### src/verilog/adc_input_select_control_defines.vh
// Register offsets, field positions, reset values and codes of the input select control
`ifndef ADC_INPUT_SELECT_CONTROL_DEFINES_VH
`define ADC_INPUT_SELECT_CONTROL_DEFINES_VH

// ----------------------------------------------------------------
// Special-function register addresses
// ----------------------------------------------------------------
`define ADDR_INPUT_SELECT     8'hD7
`define ADDR_CONV_CTRL_ZERO   8'hDC
`define ADDR_CONV_CTRL_ONE    8'hDD
`define ADDR_PERIPH_IRQ_STAT  8'hA7
`define ADDR_AUX_IRQ          8'hA6
`define ADDR_RESULT_LOW       8'hD9
`define ADDR_RESULT_MID       8'hDA
`define ADDR_RESULT_HIGH      8'hDB

// ----------------------------------------------------------------
// Reset values
// ----------------------------------------------------------------
`define RST_INPUT_SELECT      8'h01
`define RST_CONV_CTRL_ZERO    8'h00
`define RST_CONV_CTRL_ONE     8'h00

// ----------------------------------------------------------------
// Field positions
// ----------------------------------------------------------------
`define POS_MSB               7
`define POS_LSB               4
`define NEG_MSB               3
`define NEG_LSB               0
`define BIT_BURNOUT           6
`define BIT_BUFFER            3
`define GAIN_MSB              2
`define BIT_READY             5
`define CAL_MSB               2

// ----------------------------------------------------------------
// Selector codes
// ----------------------------------------------------------------
`define SEL_COMMON            4'h8
`define SEL_TEMP_ALL          8'hFF
`define CAL_NONE              3'h0
`define CAL_RSVD_LO           3'h6

`endif

### src/verilog/sample_fifo.v
// Small synchronous FIFO with valid and ready on both sides
`timescale 1ns/1ps

module sample_fifo #(
	parameter WIDTH = 24,
	parameter DEPTH = 4,
	parameter AW    = 2
) (
	input  wire             core_clk,
	input  wire             rst_b,
	input  wire             in_valid,
	output wire             in_ready,
	input  wire [WIDTH-1:0] in_data,
	output wire             out_valid,
	input  wire             out_ready,
	output wire [WIDTH-1:0] out_data
);

	reg [WIDTH-1:0] mem_r [0:DEPTH-1];
	reg [AW-1:0]    wr_ptr_r;
	reg [AW-1:0]    rd_ptr_r;
	reg [AW:0]      count_r;
	wire            push;
	wire            pop;

	// ----------------------------------------------------------------
	// Flags and handshakes
	// ----------------------------------------------------------------
	assign in_ready  = (count_r != DEPTH[AW:0]);
	assign out_valid = (count_r != {(AW+1){1'b0}});
	assign out_data  = mem_r[rd_ptr_r];
	assign push      = in_valid & in_ready;
	assign pop       = out_valid & out_ready;

	// Storage has no reset; count guards every read
	always @(posedge core_clk) begin
		if (push) begin
			mem_r[wr_ptr_r] <= in_data;
		end
	end

	// Pointers wrap; depth must be a power of two
	always @(posedge core_clk) begin
		if (!rst_b) begin
			wr_ptr_r <= {AW{1'b0}};
			rd_ptr_r <= {AW{1'b0}};
			count_r  <= {(AW+1){1'b0}};
		end else begin
			if (push) begin
				wr_ptr_r <= wr_ptr_r + 1'b1;
			end
			if (pop) begin
				rd_ptr_r <= rd_ptr_r + 1'b1;
			end
			if (push && !pop) begin
				count_r <= count_r + 1'b1;
			end else if (pop && !push) begin
				count_r <= count_r - 1'b1;
			end
		end
	end

endmodule

### src/verilog/adc_input_select_control.v
// Input select, front-end control and result path of the delta-sigma converter
`timescale 1ns/1ps
`include "adc_input_select_control_defines.vh"

// How it works
// - Input select register sits at SFR address D7h, read and write.
// - Bits 7..4 choose the source for the positive converter input.
// - Bits 3..0 choose the source for the negative converter input.
// - Positive codes 0..7 pick analog inputs 0..7; code 8 picks common.
// - Negative codes use the same encoding as the positive selector.
// - Only FFh disconnects all pins and connects the temperature diodes.
// - Any pin may be positive or negative; no fixed pairing is imposed.
// - Input select resets to 01h: input 0 positive, input 1 negative.
// - Control zero bit 6 switches the burnout current sources on or off.
// - Control zero bit 3 enables the input buffer; clear bypasses it.
// - Ready flag at mask 20h sets on a new result; reading result clears.
// - Each result handed to the processor is 24 bits wide.
// - Control zero bits 2..0 select gain as a power of two, 1..128.
// - Calibration end raises the ready event, seen in status bit 5.
module adc_input_select_control #(
	parameter RES_W      = 24,
	parameter FIFO_DEPTH = 4,
	parameter FIFO_AW    = 2
) (
	input  wire             core_clk,
	input  wire             rst_b,
	input  wire [7:0]       sfr_addr,
	input  wire [7:0]       sfr_wdata,
	input  wire             sfr_wr,
	input  wire             sfr_rd,
	output reg  [7:0]       sfr_rdata,
	input  wire             conv_valid,
	output reg              conv_ready,
	input  wire [RES_W-1:0] conv_data,
	input  wire             cal_done,
	output reg  [8:0]       pos_route,
	output reg  [8:0]       neg_route,
	output reg              temp_diode_en,
	output reg              burnout_source_enable,
	output reg              buffer_enable,
	output reg  [2:0]       amplifier_gain_setting,
	output reg  [2:0]       cal_mode,
	output reg              cal_start,
	output reg              conversion_ready_flag
);

	// ----------------------------------------------------------------
	// Registers and wires
	// ----------------------------------------------------------------
	reg  [7:0]       input_select_r;
	reg  [7:0]       converter_control_zero_r;
	reg  [7:0]       converter_control_one_r;
	reg  [RES_W-1:0] result_r;
	reg  [FIFO_AW:0] fill_r;
	reg  [FIFO_AW:0] fill_nxt;
	wire             conv_push;
	reg              result_full_r;
	reg              ready_nxt;
	reg              pos_temp_nxt;
	reg  [8:0]       pos_nxt;
	reg  [8:0]       neg_nxt;
	reg  [7:0]       rdata_nxt;
	wire             fifo_valid;
	wire [RES_W-1:0] fifo_data;
	wire             fifo_pop;
	wire             result_read;
	wire             all_temp;
	wire             wr_sel;
	wire             wr_c0;
	wire             wr_c1;

	assign wr_sel = sfr_wr && (sfr_addr == `ADDR_INPUT_SELECT);
	assign wr_c0  = sfr_wr && (sfr_addr == `ADDR_CONV_CTRL_ZERO);
	assign wr_c1  = sfr_wr && (sfr_addr == `ADDR_CONV_CTRL_ONE);

	// Reading the high byte last completes a result read
	assign result_read = sfr_rd && (sfr_addr == `ADDR_RESULT_HIGH);
	assign all_temp    = (input_select_r == `SEL_TEMP_ALL);

	// Next result moves up once the holding register is free
	assign fifo_pop = fifo_valid && (!result_full_r || result_read);

	// A result is accepted only while the registered ready stands
	assign conv_push = conv_valid && conv_ready;

	// ----------------------------------------------------------------
	// Result buffer
	// ----------------------------------------------------------------
	// Buffers results so a slow processor stalls the converter, not loses data
	sample_fifo #(
		.WIDTH (RES_W),
		.DEPTH (FIFO_DEPTH),
		.AW    (FIFO_AW)
	) u_fifo (
		.core_clk  (core_clk),
		.rst_b     (rst_b),
		.in_valid  (conv_push),
		.in_ready  (),
		.in_data   (conv_data),
		.out_valid (fifo_valid),
		.out_ready (fifo_pop),
		.out_data  (fifo_data)
	);

	// Mirror of the FIFO fill, so ready leaves on a flop with no extra latency
	always @* begin
		fill_nxt = fill_r;
		if (conv_push && !fifo_pop) begin
			fill_nxt = fill_r + 1'b1;
		end else if (fifo_pop && !conv_push) begin
			fill_nxt = fill_r - 1'b1;
		end
	end

	// Ready drops at the edge that takes the last free slot
	always @(posedge core_clk) begin
		if (!rst_b) begin
			fill_r     <= {(FIFO_AW+1){1'b0}};
			conv_ready <= 1'b0;
		end else begin
			fill_r     <= fill_nxt;
			conv_ready <= (fill_nxt != FIFO_DEPTH[FIFO_AW:0]);
		end
	end

	// ----------------------------------------------------------------
	// Control registers
	// ----------------------------------------------------------------
	// Software-written settings
	always @(posedge core_clk) begin
		if (!rst_b) begin
			input_select_r           <= `RST_INPUT_SELECT;
			converter_control_zero_r <= `RST_CONV_CTRL_ZERO;
			converter_control_one_r  <= `RST_CONV_CTRL_ONE;
		end else begin
			if (wr_sel) begin
				input_select_r <= sfr_wdata;
			end
			if (wr_c0) begin
				converter_control_zero_r <= sfr_wdata;
			end
			if (wr_c1) begin
				converter_control_one_r <= sfr_wdata;
			end
		end
	end

	// ----------------------------------------------------------------
	// Result holding and ready flag
	// ----------------------------------------------------------------
	// Set wins over clear so a result landing during a read still flags
	always @* begin
		ready_nxt = conversion_ready_flag;
		if (result_read) begin
			ready_nxt = 1'b0;
		end
		if (fifo_pop || cal_done) begin
			ready_nxt = 1'b1;
		end
	end

	always @(posedge core_clk) begin
		if (!rst_b) begin
			result_r              <= {RES_W{1'b0}};
			result_full_r         <= 1'b0;
			conversion_ready_flag <= 1'b0;
		end else begin
			conversion_ready_flag <= ready_nxt;
			if (fifo_pop) begin
				result_r      <= fifo_data;
				result_full_r <= 1'b1;
			end else if (result_read) begin
				result_full_r <= 1'b0;
			end
		end
	end

	// ----------------------------------------------------------------
	// Multiplexer decode
	// ----------------------------------------------------------------
	// Nibbles decode independently; no pairing check between them
	always @* begin
		pos_nxt      = 9'h000;
		neg_nxt      = 9'h000;
		pos_temp_nxt = all_temp;
		if (!all_temp) begin
			if (input_select_r[`POS_MSB:`POS_LSB] <= `SEL_COMMON) begin
				pos_nxt[input_select_r[`POS_MSB:`POS_LSB]] = 1'b1;
			end
			if (input_select_r[`NEG_MSB:`NEG_LSB] <= `SEL_COMMON) begin
				neg_nxt[input_select_r[`NEG_MSB:`NEG_LSB]] = 1'b1;
			end
		end
		// Codes 9..15 other than all-ones leave the input open
	end

	// ----------------------------------------------------------------
	// Front-end outputs
	// ----------------------------------------------------------------
	// Registered so analog switches see no decode glitches
	always @(posedge core_clk) begin
		if (!rst_b) begin
			pos_route              <= 9'h001;
			neg_route              <= 9'h002;
			temp_diode_en          <= 1'b0;
			burnout_source_enable  <= 1'b0;
			buffer_enable          <= 1'b0;
			amplifier_gain_setting <= 3'h0;
			cal_mode               <= `CAL_NONE;
			cal_start              <= 1'b0;
		end else begin
			pos_route              <= pos_nxt;
			neg_route              <= neg_nxt;
			temp_diode_en          <= pos_temp_nxt;
			burnout_source_enable  <= converter_control_zero_r[`BIT_BURNOUT];
			buffer_enable          <= converter_control_zero_r[`BIT_BUFFER];
			amplifier_gain_setting <= converter_control_zero_r[`GAIN_MSB:0];
			cal_mode               <= converter_control_one_r[`CAL_MSB:0];
			// Reserved calibration codes start nothing
			cal_start <= wr_c1 && (sfr_wdata[`CAL_MSB:0] != `CAL_NONE) &&
				(sfr_wdata[`CAL_MSB:0] < `CAL_RSVD_LO);
		end
	end

	// ----------------------------------------------------------------
	// Read data
	// ----------------------------------------------------------------
	// Unmapped addresses read as zero
	always @* begin
		case (sfr_addr)
			`ADDR_INPUT_SELECT: begin
				rdata_nxt = input_select_r;
			end
			`ADDR_CONV_CTRL_ZERO: begin
				rdata_nxt = converter_control_zero_r;
			end
			`ADDR_CONV_CTRL_ONE: begin
				rdata_nxt = converter_control_one_r;
			end
			`ADDR_AUX_IRQ: begin
				rdata_nxt = {2'b00, conversion_ready_flag, 5'b00000};
			end
			`ADDR_PERIPH_IRQ_STAT: begin
				rdata_nxt = {2'b00, conversion_ready_flag, 5'b00000};
			end
			`ADDR_RESULT_LOW: begin
				rdata_nxt = result_r[7:0];
			end
			`ADDR_RESULT_MID: begin
				rdata_nxt = result_r[15:8];
			end
			`ADDR_RESULT_HIGH: begin
				rdata_nxt = result_r[23:16];
			end
			default: begin
				rdata_nxt = 8'h00;
			end
		endcase
	end

	always @(posedge core_clk) begin
		if (!rst_b) begin
			sfr_rdata <= 8'h00;
		end else begin
			sfr_rdata <= rdata_nxt;
		end
	end

endmodule

### config.mk
export PLATFORM = sky130hd
export DESIGN_NAME = adc_input_select_control
export DESIGN_NICKNAME = d
export VERILOG_FILES = /design/src/verilog/sample_fifo.v /design/src/verilog/adc_input_select_control.v
export VERILOG_INCLUDE_DIRS = /design/src /design/src/verilog
export SDC_FILE = /design/constraint.sdc
export NUM_CORES = 1
export LEC_CHECK = 0
export BUFFER_PORTS_ARGS = -buffer_cell sky130_fd_sc_hd__buf_2
export CAP_MARGIN = 30
export CORE_ASPECT_RATIO = 0.5
export CORE_MARGIN = 2
export CORE_UTILIZATION = 58
export CTS_CLUSTER_SIZE = 20
export DETAILED_ROUTE_END_ITERATION = 6
export PLACE_DENSITY = 0.79
export SLEW_MARGIN = 0
export SYNTH_ARGS = -nofsm -noshare
export SYNTH_HDL_FRONTEND = slang
export SYNTH_SLANG_ARGS = --single-unit
### constraint.sdc
create_clock -name core_clk -period 3.9 [get_ports core_clk]
set_clock_uncertainty 0.1 [all_clocks]
set_input_delay 0.78 -clock core_clk [delete_from_list [all_inputs] [get_ports core_clk]]
set_output_delay 0.78 -clock core_clk [all_outputs]
set_load 0.05 [all_outputs]
## After elaboration in Yosys (flattened, before gate mapping)

Memories as Yosys holds them, arrays and structs flattened. A register that Yosys moved wholly into a read port is not among the register bits.
Cells that the tools add are included.

| cells by class | value |
|---|---|
| $mul | 0 |
| equal/unequal tests | 11 |
| muxes and demuxes | 18 |
| div/mod/pow operators | 0 |
| $lt $le $gt $ge | 7 |
| add/sub/neg operators | 6 |
| shift operators | 0 |
| reduce and logical (&&, ||, !) cells | 30 |
| bitwise gates (word level) | 5 |

Operators by type and width:

| kind | count |
|---|---|
| $eq 8x8->1 const B | 9 |
| $pmux 8 s7 | 1 |
| $logic_and 1x1->1 | 14 |
| $mux 3 | 4 |
| $lt 4x5->1 const B | 2 |
| $mux 1 | 9 |
| $demux 1 s4 | 2 |
| $ge 4x1->1 const B | 2 |
| $le 4x4->1 const B | 2 |
| $add 3x1->3 const B | 2 |
| $logic_not 1->1 | 6 |
| $ne 3x3->1 const B | 2 |
| $reduce_bool 2->1 | 3 |
| $reduce_bool 3->1 | 2 |
| $reduce_or 3->1 | 2 |
| $sub 3x1->3 const B | 2 |
| $add 2x1->2 const B | 2 |
| $mux 2 | 2 |
| $lt 3x3->1 const B | 1 |
| $not 1->1 | 3 |
| $and 1x1->1 | 2 |
| $logic_or 1x1->1 | 2 |
| $reduce_or 2->1 | 1 |

| storage, ports and cells | value |
|---|---|
| memories kept | 1 |
| flip-flop bits (word level) | 73 |
| memory bits (read-only) | 0 |
| bits in latches | 0 |
| word-level logic and storage cells | 99 |
| input port bits | 46 |
| RAM bits | 96 |

Memory list:

| name | words | width | read ports | clocked after memory_dff | wr ports | RTL line | RTL |
|---|---|---|---|---|---|---|---|
| u_fifo.mem_r | 4 | 24 | 1 | 1 | 1 | sample_fifo.v:19 | `reg [WIDTH-1:0] mem_r [0:DEPTH-1];` |

## Logic depth before layout (Yosys ltp)

| logic depth | value |
|---|---|
| word-level depth | 8 |
| mapped depth | 12 |

## By module

Synthesis repeated with hierarchy kept, for this count alone.

| unflattened totals | value |
|---|---|
| cells, all modules | 567 |
| area total of the unflattened synthesis | 7,709.9 µm² |

By module, submodules not included:

| module | instances | area each (µm²) | cells an instance | seq. area each (µm²) |
|---|---|---|---|---|
| sample_fifo | 1 | 3,998.8 | 174 | 3,062.9 |
| adc_input_select_control | 1 | 3,711.1 | 393 | 1,801.7 |

## Worst setup path before layout

No wires, ideal clock.

| timing | value |
|---|---|
| path kind | input to register |
| from | input port sfr_addr[6] |
| to | register u_fifo.count_r[2] |
| cell stages on the path | 12 |
| data required time | 3.730 ns |
| path slack | 0.807 ns |
| setup time | 0.070 ns |
| data arrival time | 2.922 ns |
| cell sequence | and4b_1 buf_6 a41oi_4 nor2_4 inv_4 buf_6 ha_1 inv_1 fa_1 xor2_1 or3_1 a21oi_1 |

| between the ends | value |
|---|---|
| cells in the longest elaborated chain, start to end | 8 |
| elaborated cells between the ends (all ways) | 10 |
| those cells by class | 1 x eq/ne; 1 x mux; 1 x bitwise; 7 x reduce/logical |

RTL lines:

| what | RTL line | RTL |
|---|---|---|
| start, declared | adc_input_select_control.v:27 | `input wire [7:0] sfr_addr,` |
| $eq 8x8->1 (*) | -- |  |
| $logic_and 1x1->1 (*) | adc_input_select_control.v:77 | `` assign result_read = sfr_rd && (sfr_addr == `ADDR_RESULT_HIGH); `` |
| $logic_or 1x1->1 (*) | adc_input_select_control.v:81 | `assign fifo_pop = fifo_valid && (!result_full_r \|\| result_read);` |
| $logic_and 1x1->1 (*) | adc_input_select_control.v:81 |  |
| $and 1x1->1 (*) | sample_fifo.v:33 | `assign pop = out_valid & out_ready;` |
| $logic_not 1->1 | sample_fifo.v:55 | `if (push && !pop) begin` |
| $logic_and 1x1->1 | sample_fifo.v:55 |  |
| $mux 3 or $reduce_bool 2->1 (tied branches) | -- |  |
| end signal, assigned | sample_fifo.v:47 | `count_r <= {(AW+1){1'b0}};` |
| end signal, assigned | sample_fifo.v:56 | `count_r <= count_r + 1'b1;` |
| end signal, assigned | sample_fifo.v:58 | `count_r <= count_r - 1'b1;` |
| end, declared | sample_fifo.v:22 | `reg [AW:0] count_r;` |

Every way passes the cells marked *; elsewhere a longest branch is shown, timed or not.
A chain may end at the register's enable or synchronous reset.

## Worst setup path after layout

| timing | value |
|---|---|
| from | input port sfr_addr[2] |
| to | register u_fifo.count_r[2] |

The elaborated chain is that of the path after synthesis.

==> results.py <==
metrics = {
    "logic_synthesis": {
        "synthCells": 569,
        "yosysTopAreaCell": "edfxtp_1",
        "seq_area_frac_synth": 0.653,
        "yosys_warnings": 0,
        "ys_types": 56,
        "synth_most_common_cell": "dfxtp_1",
        "synth_top_area_share": 0.390,
        "synthFlopType": "dfxtp_1",
        "synth_commonest_cells": "dfxtp_1, edfxtp_1, nand2_1",
        "synthesis.area_um2": 7390,
        "async_reset_ff_frac": 0,
        "synth_nets": 623,
        "synthTopCellsByArea": "edfxtp_1, dfxtp_1, mux4_2",
        "synth-seq-cells": 193,
        "synth_edf_count": 96,
        "synth_area_per_cell_um2": 13.0,
    },
    "timing": {
        "hold_ws_ns": 0.354,
        "period_needed_ns": 3.06,
        "slew_headroom": 0.449,
        "clock.fmax_mhz": 326,
        "rsz0062_at_grt": "false",
        "fin_crit_sh": 0.786,
        "finalHoldViolations": 0,
        "tightest_slew_ns": 0.823,
        "slew_viol_final": 0,
        "finalSetupTns_ns": 0,
        "setup_viol": 0,
    },
    "cells_and_area": {
        "n_antenna_cell": 0,
        "multiInputGateArea_um2": 2370,
        "area_delta_synth_final_pct": 14.9,
        "nNetsFinal": 702,
        "postLayoutCellArea_um2": 8490,
        "seqCellArea_um2": 4820,
        "layout-drive-gt1-share": 0.241,
        "post-route-util": 0.676,
        "nFillCells": 940,
    },
    "run": {
        "cap_violations": 0,
    },
    "grt": {
        "track_usage": 0.231,
        "antenna_found_initial": 0,
        "first_global_vias": 4514,
        "grt-ovfl-total": 0,
        "grt_max_degree": 60,
        "grt_pass1_wl_um": 23900,
    },
    "detailed_routing": {
        "wl_per_cell_um": 17.8,
        "ant_nets": 0,
        "vias_per_cell": 5.71,
        "drtIter0Drc": 462,
        "route.met2.wl_um": 6670,
        "wl_met1_um": 6890,
        "drc": 0,
        "drt_pre_antenna_iters": 5,
        "wirelength_um": 14800,
        "highest_layer": "met4",
        "wl_met3_um": 1080,
        "vias": 4741,
    },
    "power": {
        "p_total_w": 0.00526,
        "ir_drop_mv": 0.312,
        "power_leakage_nw": 3.12,
        "power.density_nw_per_um2": 620,
    },
    "clock_network": {
        "cts.path.max_buffers": 2,
        "cts.reportedPaths.clkPinSlew_ns": 0.07,
        "clk_latency_ns": 0.43,
        "cts_buffers": 17,
        "ctsHoldBuffers": 0,
        "cts_resized": 0,
        "cts-root-buf": "clkbuf_16",
        "post-cts-setup-buffers": 0,
        "htree_levels": 4,
        "clock_sinks": 193,
        "cts_tree": "built",
    },
    "floorplan": {
        "pin_count": 84,
        "core_um2": 12600,
        "die_w_um": 164,
        "die_area_um2": 13700,
        "rows": 29,
        "die_h_um": 83.8,
        "start_util": 0.588,
    },
    "worst_setup_path": {
        "max_stage_delay_ns": 0.40,
        "cp.required_ns": 4.15,
        "slowest_stage": "a41oi_4",
        "worstSetupStartpointType": "input port",
        "arrival_ns": 3.31,
        "critical_path.endpoint_type": "register",
        "crit_chain": "buf_2, and3b_1, a41oi_4, nor2_4, inv_4, ha_1, inv_1, fa_1, xor2_1, or3_1, a21oi_1",
        "path_max_fanout": 26,
        "crit_type": "in -> reg",
    },
    "place": {
        "dp_hpwl_um": 9890,
        "portBuffers": 83,
        "gp_congestion": 0.854,
        "dpl_cell_area_um2": 7920,
    },
    "run_status": {
        "status": "complete, no violations",
    },
    "worst_hold_path": {
        "hp-class": "reg -> reg",
    },
}
==> sequential cells by signal, summed over array words and instances, names as in the netlist, 8 cells and up <==
signal                    flops
result_r                     24
input_select_r                8
converter_control_one_r       8
sfr_rdata                     8
pos_route                     9
neg_route                     9
converter_control_zero_r      8
u_fifo.mem_r                 96
==> worst paths after layout <==
check	startpoint	endpoint	slack (ns)	cells past startpoint
setup / recovery	sfr_addr[2]	u_fifo.count_r[2]$_SDFFE_PN0P_	0.84	11
hold reg to reg	result_r[9]$_SDFFE_PN0P_	result_r[9]$_SDFFE_PN0P_	0.35	2
setup reg to reg	u_fifo.count_r[0]$_SDFFE_PN0P_	u_fifo.count_r[2]$_SDFFE_PN0P_	1.14	9
hold / removal	result_r[9]$_SDFFE_PN0P_	result_r[9]$_SDFFE_PN0P_	0.35	2
==> critical path: cells and delay by family <==
kind	cells	cell delay, ns
compound gates	2	0.57
buf+inv	3	0.47
fa+ha+maj	2	0.55
xor+xnor	1	0.15
simple gates	3	0.79
==> per-layer routing <==
layer / GRT usage / vias up
li1: - / 2242
met2: 0.352 / 188
met1: 0.336 / 2297
met5: 0 / -
met4: 0.0758 / 0
met3: 0.0502 / 14
==> metrics by stage <==
step | worst slack (ns) | std cells
after global routing | 0.653 | 831
after detailed placement | 0.406 | 799
after floorplan | 0.807 | 569
after global placement | 0.525 | 799
after CTS | 0.845 | 831
final | 0.836 | 831
==> cell families after synthesis <==
family	share of synthesized area
DFF	0.653
muxes	0.0991
buffers and inverters	0.0254
and+or+nand+nor	0.123
AOI/OAI and AO/OA	0.0788
adders and majority gates	0.0146
xor gates and xnor gates	0.00593
==> cells in the final DEF, fill, tap and decap left out, drive strengths merged, types with 7 or more instances in the layout <==
master / count
mux2i: 18
edfxtp: 96
a221oi: 7
dfxtp: 97
ha: 7
nor2: 33
buf: 91
a22oi: 8
mux4: 24
nand2: 85
nor3: 14
nand3: 12
clkbuf: 17
inv: 18
and2: 15
a21oi: 54
==> area by class of cell <==
type,instances,area share
multi-input combinational,336,0.280
timing repair buffer,91,0.0560
inverter,9,0.00428
clock buffer,17,0.0501
tap,170,0.0251
clock inverter,15,0.0162
sequential,193,0.569
==> power breakdown <==
group | switching [W] | internal, W | total (W)
clock | 0.000812 | 0.000849 | 0.00166
combinational | 0.000643 | 0.000440 | 0.00108
sequential | 0.000133 | 0.00238 | 0.00251
No activity file was read; power rests on OpenSTA's default activity.
